<file path="config.mk">
export PLATFORM = sky130hd
export DESIGN_NAME = i2c_rate_ctrl
export DESIGN_NICKNAME = d
export VERILOG_FILES = /design/src/hw/i2c_rate_pkg.sv /design/src/hw/i2c_rate_ctrl.sv
export SDC_FILE = /design/constraint.sdc
export NUM_CORES = 1
export LEC_CHECK = 0
export ABC_CLOCK_PERIOD_IN_PS = 8150
export BUFFER_PORTS_ARGS = -buffer_cell sky130_fd_sc_hd__buf_2
export CAP_MARGIN = 20
export CORE_MARGIN = 1.5
export CORE_UTILIZATION = 55
export CTS_CLUSTER_DIAMETER = 60
export DETAILED_ROUTE_END_ITERATION = 16
export PLACE_DENSITY = 0.8
export SLEW_MARGIN = 15
export SYNTH_ARGS = -nofsm -noshare
export SYNTH_HDL_FRONTEND = slang
export SYNTH_SLANG_ARGS = --single-unit
export TNS_END_PERCENT = 100
</file>
<file path="constraint.sdc">
create_clock -name clk -period 8.15 [get_ports clk]
set_input_delay 1.2225 -clock clk [delete_from_list [all_inputs] [get_ports clk]]
set_output_delay 1.2225 -clock clk [all_outputs]
set_load 0.02 [all_outputs]
</file>
<file path="src/hw/i2c_rate_pkg.sv">
// Constants, tables and carrier types for the two-wire rate divider and control block
package i2c_rate_pkg;
   localparam logic [7:0] rate_div_offs = 8'h00;
   localparam logic [7:0] bus_control_offs = 8'h04;
   localparam logic [7:0] status_offs = 8'h08;
   localparam logic [7:0] decode_offs = 8'h0c;
   localparam int ctl_enable_pos = 7;
   localparam int ctl_irq_en_pos = 6;
   localparam int ctl_master_pos = 5;
   localparam int ctl_tx_pos = 4;
   localparam int ctl_ack_pos = 3;
   localparam int ctl_repeat_start_request_pos = 2;
   localparam int rate_scale_pos = 6;
   localparam int stat_busy_pos = 0;
   localparam int stat_arb_pos = 1;
   localparam int stat_master_pos = 2;
   localparam logic [7:0] rate_div_reset = 8'h00;
   localparam logic [7:0] bus_control_reset = 8'h00;
   localparam int div_w = 12;
   localparam int hold_w = 10;
   localparam int half_w = 13;
   localparam logic [div_w-1:0] scl_div_tab [0:63] = '{
      12'h014, 12'h016, 12'h018, 12'h01a, 12'h01c, 12'h01e, 12'h022, 12'h028,
      12'h01c, 12'h020, 12'h024, 12'h028, 12'h02c, 12'h030, 12'h038, 12'h044,
      12'h030, 12'h038, 12'h040, 12'h048, 12'h050, 12'h058, 12'h068, 12'h080,
      12'h050, 12'h060, 12'h070, 12'h080, 12'h090, 12'h0a0, 12'h0c0, 12'h0f0,
      12'h0a0, 12'h0c0, 12'h0e0, 12'h100, 12'h120, 12'h140, 12'h180, 12'h1e0,
      12'h140, 12'h180, 12'h1c0, 12'h200, 12'h240, 12'h280, 12'h300, 12'h3c0,
      12'h280, 12'h300, 12'h380, 12'h400, 12'h480, 12'h500, 12'h600, 12'h780,
      12'h500, 12'h600, 12'h700, 12'h800, 12'h900, 12'ha00, 12'hc00, 12'hf00};
   localparam logic [hold_w-1:0] sda_hold_tab [0:63] = '{
      10'h007, 10'h007, 10'h008, 10'h008, 10'h009, 10'h009, 10'h00a, 10'h00a,
      10'h007, 10'h007, 10'h009, 10'h009, 10'h00b, 10'h00b, 10'h00d, 10'h00d,
      10'h009, 10'h009, 10'h00d, 10'h00d, 10'h011, 10'h011, 10'h015, 10'h015,
      10'h009, 10'h009, 10'h011, 10'h011, 10'h019, 10'h019, 10'h021, 10'h021,
      10'h011, 10'h011, 10'h021, 10'h021, 10'h031, 10'h031, 10'h041, 10'h041,
      10'h021, 10'h021, 10'h041, 10'h041, 10'h061, 10'h061, 10'h081, 10'h081,
      10'h041, 10'h041, 10'h081, 10'h081, 10'h0c1, 10'h0c1, 10'h101, 10'h101,
      10'h081, 10'h081, 10'h101, 10'h101, 10'h181, 10'h181, 10'h201, 10'h201};
   typedef enum logic [2:0] {
      st_idle = 3'h0,
      st_start = 3'h1,
      st_run = 3'h3,
      st_stop_low = 3'h2,
      st_stop_high = 3'h6,
      st_rs_rel = 3'h7,
      st_rs_high = 3'h5
   } line_state_e;
   typedef struct packed {
      logic [7:0] paddr;
      logic psel;
      logic penable;
      logic pwrite;
      logic [31:0] pwdata;
   } apb_req_s;
   typedef struct packed {
      logic [31:0] prdata;
      logic pready;
      logic pslverr;
   } apb_rsp_s;
endpackage

</file>
<file path="src/hw/i2c_rate_ctrl.sv">
// Rate divider, control register and line driver of the two-wire bus controller
//
// Local design decisions: the APB interface to the registers and the placing of the registers.
module i2c_rate_ctrl
   import i2c_rate_pkg::*;
(
   input wire logic clk,
   input wire logic reset,
   input wire apb_req_s apb_req,
   output apb_rsp_s apb_rsp,
   input wire logic scl_i,
   output logic scl_o,
   output logic scl_oe_n,
   input wire logic sda_i,
   output logic sda_o,
   output logic sda_oe_n,
   input wire logic tx_bit,
   input wire logic ack_slot,
   input wire logic irq_event,
   output logic scl_fall_seen,
   output logic transmit_mode,
   output logic irq_req
);

   typedef struct packed {
      logic [7:0] rate;
      logic [7:0] ctrl;
      logic arb_lost;
      logic busy;
      line_state_e st;
      logic [half_w-1:0] cnt;
      logic [hold_w-1:0] hold_cnt;
      logic hold_act;
      logic stop_pend;
      logic rs_pend;
      logic scl_s1;
      logic scl_s2;
      logic scl_d;
      logic sda_s1;
      logic sda_s2;
      logic sda_d;
      logic scl_oe_n;
      logic sda_oe_n;
      logic pin_lvl;
      logic scl_fall_p;
      logic irq;
      logic [31:0] prdata;
      logic pready;
      logic pslverr;
   } ctrl_state_s;

   ctrl_state_s st_r;
   ctrl_state_s st_nxt;
   logic en;
   logic master_bit;
   logic tx_mode;
   logic [div_w-1:0] div_val;
   logic [hold_w-1:0] hold_val;
   logic [13:0] period;
   logic [half_w-1:0] half;
   logic tick;
   logic scl_fall;
   logic scl_rise;
   logic start_seen;
   logic stop_seen;
   logic drive_low;
   logic access;
   logic commit;
   logic [7:0] wbyte;
   logic [7:0] status;

   always_comb begin
      st_nxt = st_r;
      st_nxt.pready = 1'b0;
      st_nxt.pslverr = 1'b0;
      st_nxt.scl_fall_p = 1'b0;
      st_nxt.scl_s1 = scl_i;
      st_nxt.scl_s2 = st_r.scl_s1;
      st_nxt.scl_d = st_r.scl_s2;
      st_nxt.sda_s1 = sda_i;
      st_nxt.sda_s2 = st_r.sda_s1;
      st_nxt.sda_d = st_r.sda_s2;
      en = st_r.ctrl[ctl_enable_pos];
      master_bit = st_r.ctrl[ctl_master_pos];
      tx_mode = st_r.ctrl[ctl_tx_pos];
      div_val = scl_div_tab[st_r.rate[5:0]];
      hold_val = sda_hold_tab[st_r.rate[5:0]];
      // Reserved scale code falls back to factor 1 rather than stopping the clock
      unique case (st_r.rate[7:rate_scale_pos])
         2'b01: period = {1'b0, div_val, 1'b0};
         2'b10: period = {div_val, 2'b00};
         default: period = {2'b00, div_val};
      endcase
      // Every divider is even, so half a period is exact
      half = period[13:1];
      // Edges are taken from the synchronised copies only
      scl_fall = en & st_r.scl_d & ~st_r.scl_s2;
      scl_rise = en & ~st_r.scl_d & st_r.scl_s2;
      start_seen = en & st_r.scl_s2 & st_r.scl_d & st_r.sda_d & ~st_r.sda_s2;
      stop_seen = en & st_r.scl_s2 & st_r.scl_d & ~st_r.sda_d & st_r.sda_s2;
      status = {5'h00, st_r.st != st_idle, st_r.arb_lost, st_r.busy};
      st_nxt.scl_fall_p = scl_fall;

      if (start_seen) begin
         st_nxt.busy = 1'b1;
      end else if (stop_seen) begin
         st_nxt.busy = 1'b0;
      end

      // Half-period divider; a slave holding SCL low stretches the count
      tick = 1'b0;
      if (st_r.st == st_idle) begin
         st_nxt.cnt = half_w'(half - 13'h1);
      end else if (st_r.scl_oe_n && !st_r.scl_s2) begin
         st_nxt.cnt = half_w'(half - 13'h1);
      end else if (st_r.cnt == '0) begin
         tick = 1'b1;
         st_nxt.cnt = half_w'(half - 13'h1);
      end else begin
         st_nxt.cnt = half_w'(st_r.cnt - 13'h1);
      end

      // Data level for the slot now starting; receivers release SDA outside acknowledge
      if (ack_slot) begin
         drive_low = ~tx_mode & ~st_r.ctrl[ctl_ack_pos];
      end else begin
         drive_low = tx_mode & ~tx_bit;
      end

      if (scl_fall) begin
         st_nxt.hold_act = 1'b1;
         st_nxt.hold_cnt = hold_val;
      end else if (st_r.hold_act) begin
         if (st_r.hold_cnt <= 10'h001) begin
            st_nxt.hold_act = 1'b0;
            if (st_r.st == st_idle || st_r.st == st_run) begin
               st_nxt.sda_oe_n = ~drive_low;
            end
         end else begin
            st_nxt.hold_cnt = hold_w'(st_r.hold_cnt - 10'h001);
         end
      end

      // APB: first access cycle prepares the answer, the pready cycle commits a write
      access = apb_req.psel & apb_req.penable;
      commit = access & st_r.pready & apb_req.pwrite;
      wbyte = apb_req.pwdata[7:0];
      if (access && !st_r.pready) begin
         st_nxt.pready = 1'b1;
         st_nxt.prdata = 32'h0000_0000;
         unique case (apb_req.paddr)
            rate_div_offs: st_nxt.prdata = {24'h000000, st_r.rate};
            bus_control_offs: st_nxt.prdata = {24'h000000, st_r.ctrl};
            status_offs: st_nxt.prdata = {24'h000000, status};
            decode_offs: st_nxt.prdata = {6'h00, hold_val, 4'h0, div_val};
            default: st_nxt.pslverr = 1'b1;
         endcase
      end
      if (commit && apb_req.paddr == rate_div_offs) begin
         st_nxt.rate = wbyte;
      end
      if (commit && apb_req.paddr == status_offs && wbyte[stat_arb_pos]) begin
         st_nxt.arb_lost = 1'b0;
      end
      if (commit && apb_req.paddr == bus_control_offs) begin
         st_nxt.ctrl = wbyte;
         st_nxt.ctrl[ctl_repeat_start_request_pos] = 1'b0;
         if (wbyte[ctl_master_pos] && !master_bit) begin
            if (st_r.busy || st_r.st != st_idle || !wbyte[ctl_enable_pos]) begin
               st_nxt.arb_lost = 1'b1;
               st_nxt.ctrl[ctl_master_pos] = 1'b0;
            end else begin
               st_nxt.st = st_start;
               st_nxt.sda_oe_n = 1'b0;
               st_nxt.scl_oe_n = 1'b1;
            end
         end else if (!wbyte[ctl_master_pos] && master_bit && st_r.st != st_idle) begin
            st_nxt.stop_pend = 1'b1;
         end
         if (wbyte[ctl_repeat_start_request_pos]) begin
            if (master_bit && wbyte[ctl_master_pos] && st_r.st == st_run) begin
               st_nxt.rs_pend = 1'b1;
            end else begin
               st_nxt.arb_lost = 1'b1;
            end
         end
      end

      // Line sequencer; hardware sets after the software clear so the set wins
      unique case (st_r.st)
         st_idle: begin
         end
         st_start: begin
            if (tick) begin
               st_nxt.st = st_run;
               st_nxt.scl_oe_n = 1'b0;
            end
         end
         st_run: begin
            if (scl_rise && tx_mode && !ack_slot && st_r.sda_oe_n && !st_r.sda_s2) begin
               // Another master won the bit: fall back to slave without a STOP
               st_nxt.st = st_idle;
               st_nxt.scl_oe_n = 1'b1;
               st_nxt.sda_oe_n = 1'b1;
               st_nxt.arb_lost = 1'b1;
               st_nxt.stop_pend = 1'b0;
               st_nxt.rs_pend = 1'b0;
               st_nxt.ctrl[ctl_master_pos] = 1'b0;
            end else if (tick && st_r.scl_oe_n) begin
               st_nxt.scl_oe_n = 1'b0;
            end else if (tick && st_r.stop_pend) begin
               st_nxt.st = st_stop_low;
               st_nxt.sda_oe_n = 1'b0;
               st_nxt.stop_pend = 1'b0;
               st_nxt.rs_pend = 1'b0;
            end else if (tick && st_r.rs_pend) begin
               st_nxt.st = st_rs_rel;
               st_nxt.sda_oe_n = 1'b1;
               st_nxt.rs_pend = 1'b0;
            end else if (tick) begin
               st_nxt.scl_oe_n = 1'b1;
            end
         end
         st_stop_low: begin
            if (tick) begin
               st_nxt.st = st_stop_high;
               st_nxt.scl_oe_n = 1'b1;
            end
         end
         st_stop_high: begin
            if (tick) begin
               st_nxt.st = st_idle;
               st_nxt.sda_oe_n = 1'b1;
            end
         end
         st_rs_rel: begin
            if (tick) begin
               st_nxt.st = st_rs_high;
               st_nxt.scl_oe_n = 1'b1;
            end
         end
         st_rs_high: begin
            if (tick) begin
               st_nxt.st = st_start;
               st_nxt.sda_oe_n = 1'b0;
            end
         end
         default: begin
            st_nxt.st = st_idle;
            st_nxt.scl_oe_n = 1'b1;
            st_nxt.sda_oe_n = 1'b1;
         end
      endcase

      // Disabled: everything quiet and both lines released
      // Uses the next enable so one write can enable the module and start at once
      if (!st_nxt.ctrl[ctl_enable_pos]) begin
         st_nxt.st = st_idle;
         st_nxt.scl_oe_n = 1'b1;
         st_nxt.sda_oe_n = 1'b1;
         st_nxt.busy = 1'b0;
         st_nxt.hold_act = 1'b0;
         st_nxt.stop_pend = 1'b0;
         st_nxt.rs_pend = 1'b0;
      end

      st_nxt.irq = en & st_r.ctrl[ctl_irq_en_pos] & (irq_event | st_r.arb_lost);
   end

   always_ff @(posedge clk or posedge reset) begin
      if (reset) begin
         st_r <= '0;
         st_r.rate <= rate_div_reset;
         st_r.ctrl <= bus_control_reset;
         st_r.st <= st_idle;
         st_r.scl_s1 <= 1'b1;
         st_r.scl_s2 <= 1'b1;
         st_r.scl_d <= 1'b1;
         st_r.sda_s1 <= 1'b1;
         st_r.sda_s2 <= 1'b1;
         st_r.sda_d <= 1'b1;
         st_r.scl_oe_n <= 1'b1;
         st_r.sda_oe_n <= 1'b1;
      end else begin
         st_r <= st_nxt;
      end
   end

   assign apb_rsp.prdata = st_r.prdata;
   assign apb_rsp.pready = st_r.pready;
   assign apb_rsp.pslverr = st_r.pslverr;
   assign scl_o = st_r.pin_lvl;
   assign sda_o = st_r.pin_lvl;
   assign scl_oe_n = st_r.scl_oe_n;
   assign sda_oe_n = st_r.sda_oe_n;
   assign scl_fall_seen = st_r.scl_fall_p;
   assign transmit_mode = st_r.ctrl[ctl_tx_pos];
   assign irq_req = st_r.irq;

endmodule // i2c_rate_ctrl

</file>
After elaboration in Yosys (flattened, before gate mapping)
Memories as Yosys holds them, arrays and structs flattened.
Index checks and enable logic that the tools add are counted.
{"block": "classes", "addsub": 3, "order_cmp": 2, "n_eq_ne": 13, "muxes": 80, "bitwise": 27, "reduce_logical": 38}
{"op": "26-bit one-hot mux with 4 select lines", "n": 1}
{"op": "1-bit 2-to-1 mux", "n": 40}
{"op": "13-bit 2-to-1 mux", "n": 3}
{"op": "3-bit 2-to-1 mux", "n": 13}
{"op": "10-bit 2-to-1 mux", "n": 3}
{"op": "14-bit one-hot mux with 2 select lines", "n": 1}
{"op": "13-bit by 1-bit subtractor with 13-bit output, second input constant", "n": 2}
{"op": "12-bit 2-to-1 mux", "n": 2}
{"op": "11-bit 2-to-1 mux", "n": 2}
{"op": "3-bit one-hot mux with 7 select lines", "n": 1}
{"op": "2-bit 2-to-1 mux", "n": 10}
{"op": "1-bit logical AND", "n": 18}
{"op": "1-bit bitwise AND", "n": 17}
{"op": "8-bit by 4-bit == test with 1-bit output, second input constant", "n": 2}
{"op": "13-bit logical NOT", "n": 1}
{"op": "10-bit by 1-bit less-or-equal comparator with 1-bit output, second input constant", "n": 1}
{"op": "10-bit by 1-bit subtractor with 10-bit output, second input constant", "n": 1}
{"op": "3-bit == test, second input constant", "n": 3}
{"op": "9-bit 2-to-1 mux", "n": 1}
{"op": "8-bit by 3-bit == test with 1-bit output, second input constant", "n": 1}
{"op": "8-bit logical NOT", "n": 1}
{"op": "1-bit inverter", "n": 8}
{"op": "1-bit one-hot mux with 4 select lines", "n": 2}
{"op": "4-bit OR reduction", "n": 2}
{"op": "18 further kinds", "n": 27}
{"block": "word_totals", "ff_bits": 84, "mem_bits_ro": 1408, "inputBits": 50, "out_inout_bits": 41, "wordCells": 189, "memories": 2}
{"memory": "(name not given)", "words": 64, "word_bits": 12, "rd": 1, "rd_clocked_by_memory_dff": 0, "wr": 0, "line": "i2c_rate_ctrl.sv:86", "rtl": "div_val = scl_div_tab[st_r.rate[5:0]];"}
{"memory": "(name not given)", "words": 64, "word_bits": 10, "rd": 1, "rd_clocked_by_memory_dff": 0, "wr": 0, "line": "i2c_rate_ctrl.sv:87", "rtl": "hold_val = sda_hold_tab[st_r.rate[5:0]];"}

Depth between registers and ports, before layout
{"block": "depth", "word_depth": 18, "ltp_mapped": 15}

Worst setup path after synthesis
Ideal clock, no wire load.
{"block": "synth_timing", "kind": "input to register", "startpoint": "input apb_req[40] (netlist bit)", "endpoint": "register sda_oe_n (netlist name)", "arrival_time_ps": 3299, "slack_ps": 4757, "cell_stages": 8, "n_path_buf": 0, "path_cell_list": "or4_1 > nor3_1 > nand3_2 > nor4_4 > a311oi_1 > a21oi_1 > a21oi_1 > or4_1"}
{"element": "start, declared", "line": "i2c_rate_ctrl.sv:9", "rtl": "input wire apb_req_s apb_req,"}

==> results by group <==
Layout
  – Fill cells: 872
  – Area grow syn2layout: 5.54%
  – Area occupied by multi-input gates: 0.00296 mm2
  – Antenna cell count: 0
  – Most common cell after layout, fill and taps aside: nand2_1
  – Max reg flops: 45
  – Most frequent cells in the layout: nand2_1 (85), dfrtp_1 (72), buf_2 (54)
  – Top reg by flops: st_r
  – Register area: 0.00201 mm2
  – Non-filler cells in the finished layout: 778
  – Final nets: 703
  – Layout cells sized above 1: 16.6%

Place
  – PortBufs: 54
  – Placed insts: 760
  – DP HPWL: 9560 um
  – Gpl congestion: 0.935

Synthesis
  – Ys flop type: dfrtp_1
  – Register area share after synthesis: 36.8%
  – Top-area cell type share of the netlist area: 33.0%
  – Synthesized area: 0.00547 mm2
  – Cell taking the most area after synthesis: dfrtp_1
  – Area contributors post-synth: dfrtp_1 (33%), nand2_1 (5.8%), buf_4 (5.1%), dfstp_2 (3.8%), nor2_1 (3.4%)
  – Number of enable flip-flop cells after synthesis: 0
  – Yosys warning count: 0
  – Cells after Synth: 631
  – Cell variety after synth: 84
  – Mean Syn Cell Area: 8.66 um2
  – Ys async rst share: 100%
  – Yosys reg bits: 80

Floorplan
  – Starting Density: 56.4%
  – I/O pin count: 91
  – Die area: 0.0105 mm2
  – Core area: 0.00968 mm2
  – Die Span Y: 103 um
  – FP Rows: 36
  – Die X-Extent: 103 um

Detailed routing
  – Post-Route WL: 13100 um
  – Initial drt markers: 312
  – Vias per cell: 6.05
  – Antenna-violating nets left: 0
  – DRC viols: 0
  – Via count: 4706
  – DRT Pass-1 Iters: 5
  – Wire per inst: 16.9 um

CTS
  – Clock root buffer: clkbuf_8
  – Clk_lat worst skew: 360 ps
  – CTS buffer count: 9
  – Htree depth: 3
  – Clk sinks: 80
  – Clock Tree Buf Depth: 2
  – CTS tree: yes
  – # hold bufs at CTS: 0
  – Clock slew at reported path FFs: 90 ps
  – Post-cts sizing count: 0
  – Post-CTS setup buffer count: 0

Global routing
  – GRT Total Usage: 26.2%
  – GRT met2 Usage: 44.7%
  – Met1 Track Usage GR: 34.1%
  – Global-route layer with the greatest usage: met2
  – Global-route wire length before repair: 21500 um
  – Vias in the first global route: 4359
  – Met3 Resource Use GR: 4.20%
  – Largest net degree at the start of global routing: 81
  – Overflow after GRT: 0
  – Initial antenna violation count: 0

Power
  – Peak supply drop: 0.0653 mV
  – Lkg Pwr: 2.77 nW
  – Power per cell area: 134 mW/mm2

Worst hold path
  – Hold Crit Class: register to register

Worst setup path
  – Worst EP required: 8420 ps
  – Worst-path maximum fanout: 25
  – Crit start category: register
  – Critical Path AT: 4310 ps
  – Kind of critical path: register to register
  – CP endpoint kind: register

Timing
  – Clock period minus worst slack: 4040 ps
  – F_max: 0.248 GHz
  – Final setup violation count: 0
  – Layout Skew: 9.33 ps
  – Slew Viols, Final: 0
  – Final Hold Viols: 0
  – Slew margin rel.: 41.0%
  – Worst-Margin Slew: 882 ps
  – Final period util: 49.6%
  – RSZ-0062 raised after global routing: no
  – Setup TNS: 0 ps

Job
  – Max_cap viols: 0

Run status
  – Status: complete, no violations
-- path summary, 6_finish.rpt --
kind	from	endpoint	slack, ps	depth (start not counted)
setup / recovery	st_r[86]$_DFFE_PP0P_	st_r[68]$_DFF_PP0_	4110	11
hold / removal	st_nxt[43]$_DFF_PP1_	st_nxt[42]$_DFF_PP1_	360	0
setup reg to reg	st_r[86]$_DFFE_PP0P_	st_r[68]$_DFF_PP0_	4110	11
hold reg to reg	st_nxt[43]$_DFF_PP1_	st_nxt[42]$_DFF_PP1_	360	0
max in group asynchronous	reset	apb_rsp[13]$_DFFE_PP0P_	6610	4
min in group asynchronous	reset	apb_rsp[3]$_DFFE_PP0P_	950	3
-- cell usage after synthesis, types with 3 or more instances --
library cell / count
nand2_1: 85
dfrtp_1: 72
nor2_1: 50
buf_4: 37
o21ai_0: 31
a21oi_1: 29
inv_1: 23
clkbuf_1: 20
mux2i_1: 18
nor3_1: 17
nand3_1: 14
o31ai_1: 14
xnor2_1: 14
ha_1: 13
xor2_1: 12
a211oi_1: 9
a22o_1: 9
o22ai_1: 9
a31oi_1: 8
dfstp_2: 8
nor4_1: 7
a22oi_1: 6
nand2b_1: 6
nand4_1: 6
or3_1: 6
buf_2: 5
nand3b_1: 5
nor2b_1: 5
nor3b_1: 5
o211a_1: 5
a21o_1: 4
buf_1: 4
or2_2: 4
or4_1: 4
a2111oi_0: 3
buf_6: 3
mux2_2: 3
nand4b_1: 3
-- cell families after synthesis --
logic type	share of synthesized area, %
other	0.0686
AO/OA/AOI/OAI	19.3
multiplexers	4.33
flip-flops	36.8
buffers and inverters	9.80
adder cells (fa/ha/maj)	3.16
XOR/XNOR	4.17
AND/OR/NAND/NOR	22.4
-- where the power goes --
part,leakage (nW),switching (mW),internal (mW),total (mW)
clock network,0.0977,0.159,0.145,0.304
logic,1.67,0.0392,0.0199,0.0591
registers,0.996,0.00615,0.404,0.410
total,2.77,0.204,0.568,0.773
-- cell type report --
cell class,count,share of cell area [%]
clock buffer,9,2.15
clock inverter,7,1.37
inverter,25,1.65
multi-input combinational,466,51.3
sequential,80,34.9
tap,133,2.88
timing repair buffer,58,5.77
-- through the flow --
stage / total power [mW] / utilization (%) / setup WS (ps) / hold slack, ps / cell area (um2)
2_1_floorplan: 0.462 / - / 4760 / 345 / 5510
3_3_place_gp: 0.473 / 57.0 / 4270 / 346 / 5520
3_5_place_dp: 0.475 / 57.0 / 4210 / 347 / 5520
4_1_cts: 0.775 / 59.1 / 4150 / 360 / 5720
5_1_grt: 0.805 / 59.6 / 3780 / 365 / 5770
6_report: 0.773 / 59.6 / 4110 / 359 / 5770
-- worst max-delay path, cell delays in order, from the launching register on --
cell and delay, ps:
dfrtp_1 850, inv_1 350, ha_1 300, or3_1 450
o211a_1 220, a22oi_1 220, ha_1 230, nand2_1 60
or3_1 370, a22o_1 280, or4_1 420, a31oi_1 200
-- per-layer routing --
metal / share of wire (%) / wire length [um] / vias up
met4: 2.1 / 281 / 0
met3: 6.1 / 802 / 24
li1: - / - / 2245
met2: 48 / 6300 / 191
met1: 44 / 5750 / 2246
met5: 0 / 0 / -
Note: power is estimated with default switching activity, not from simulation.
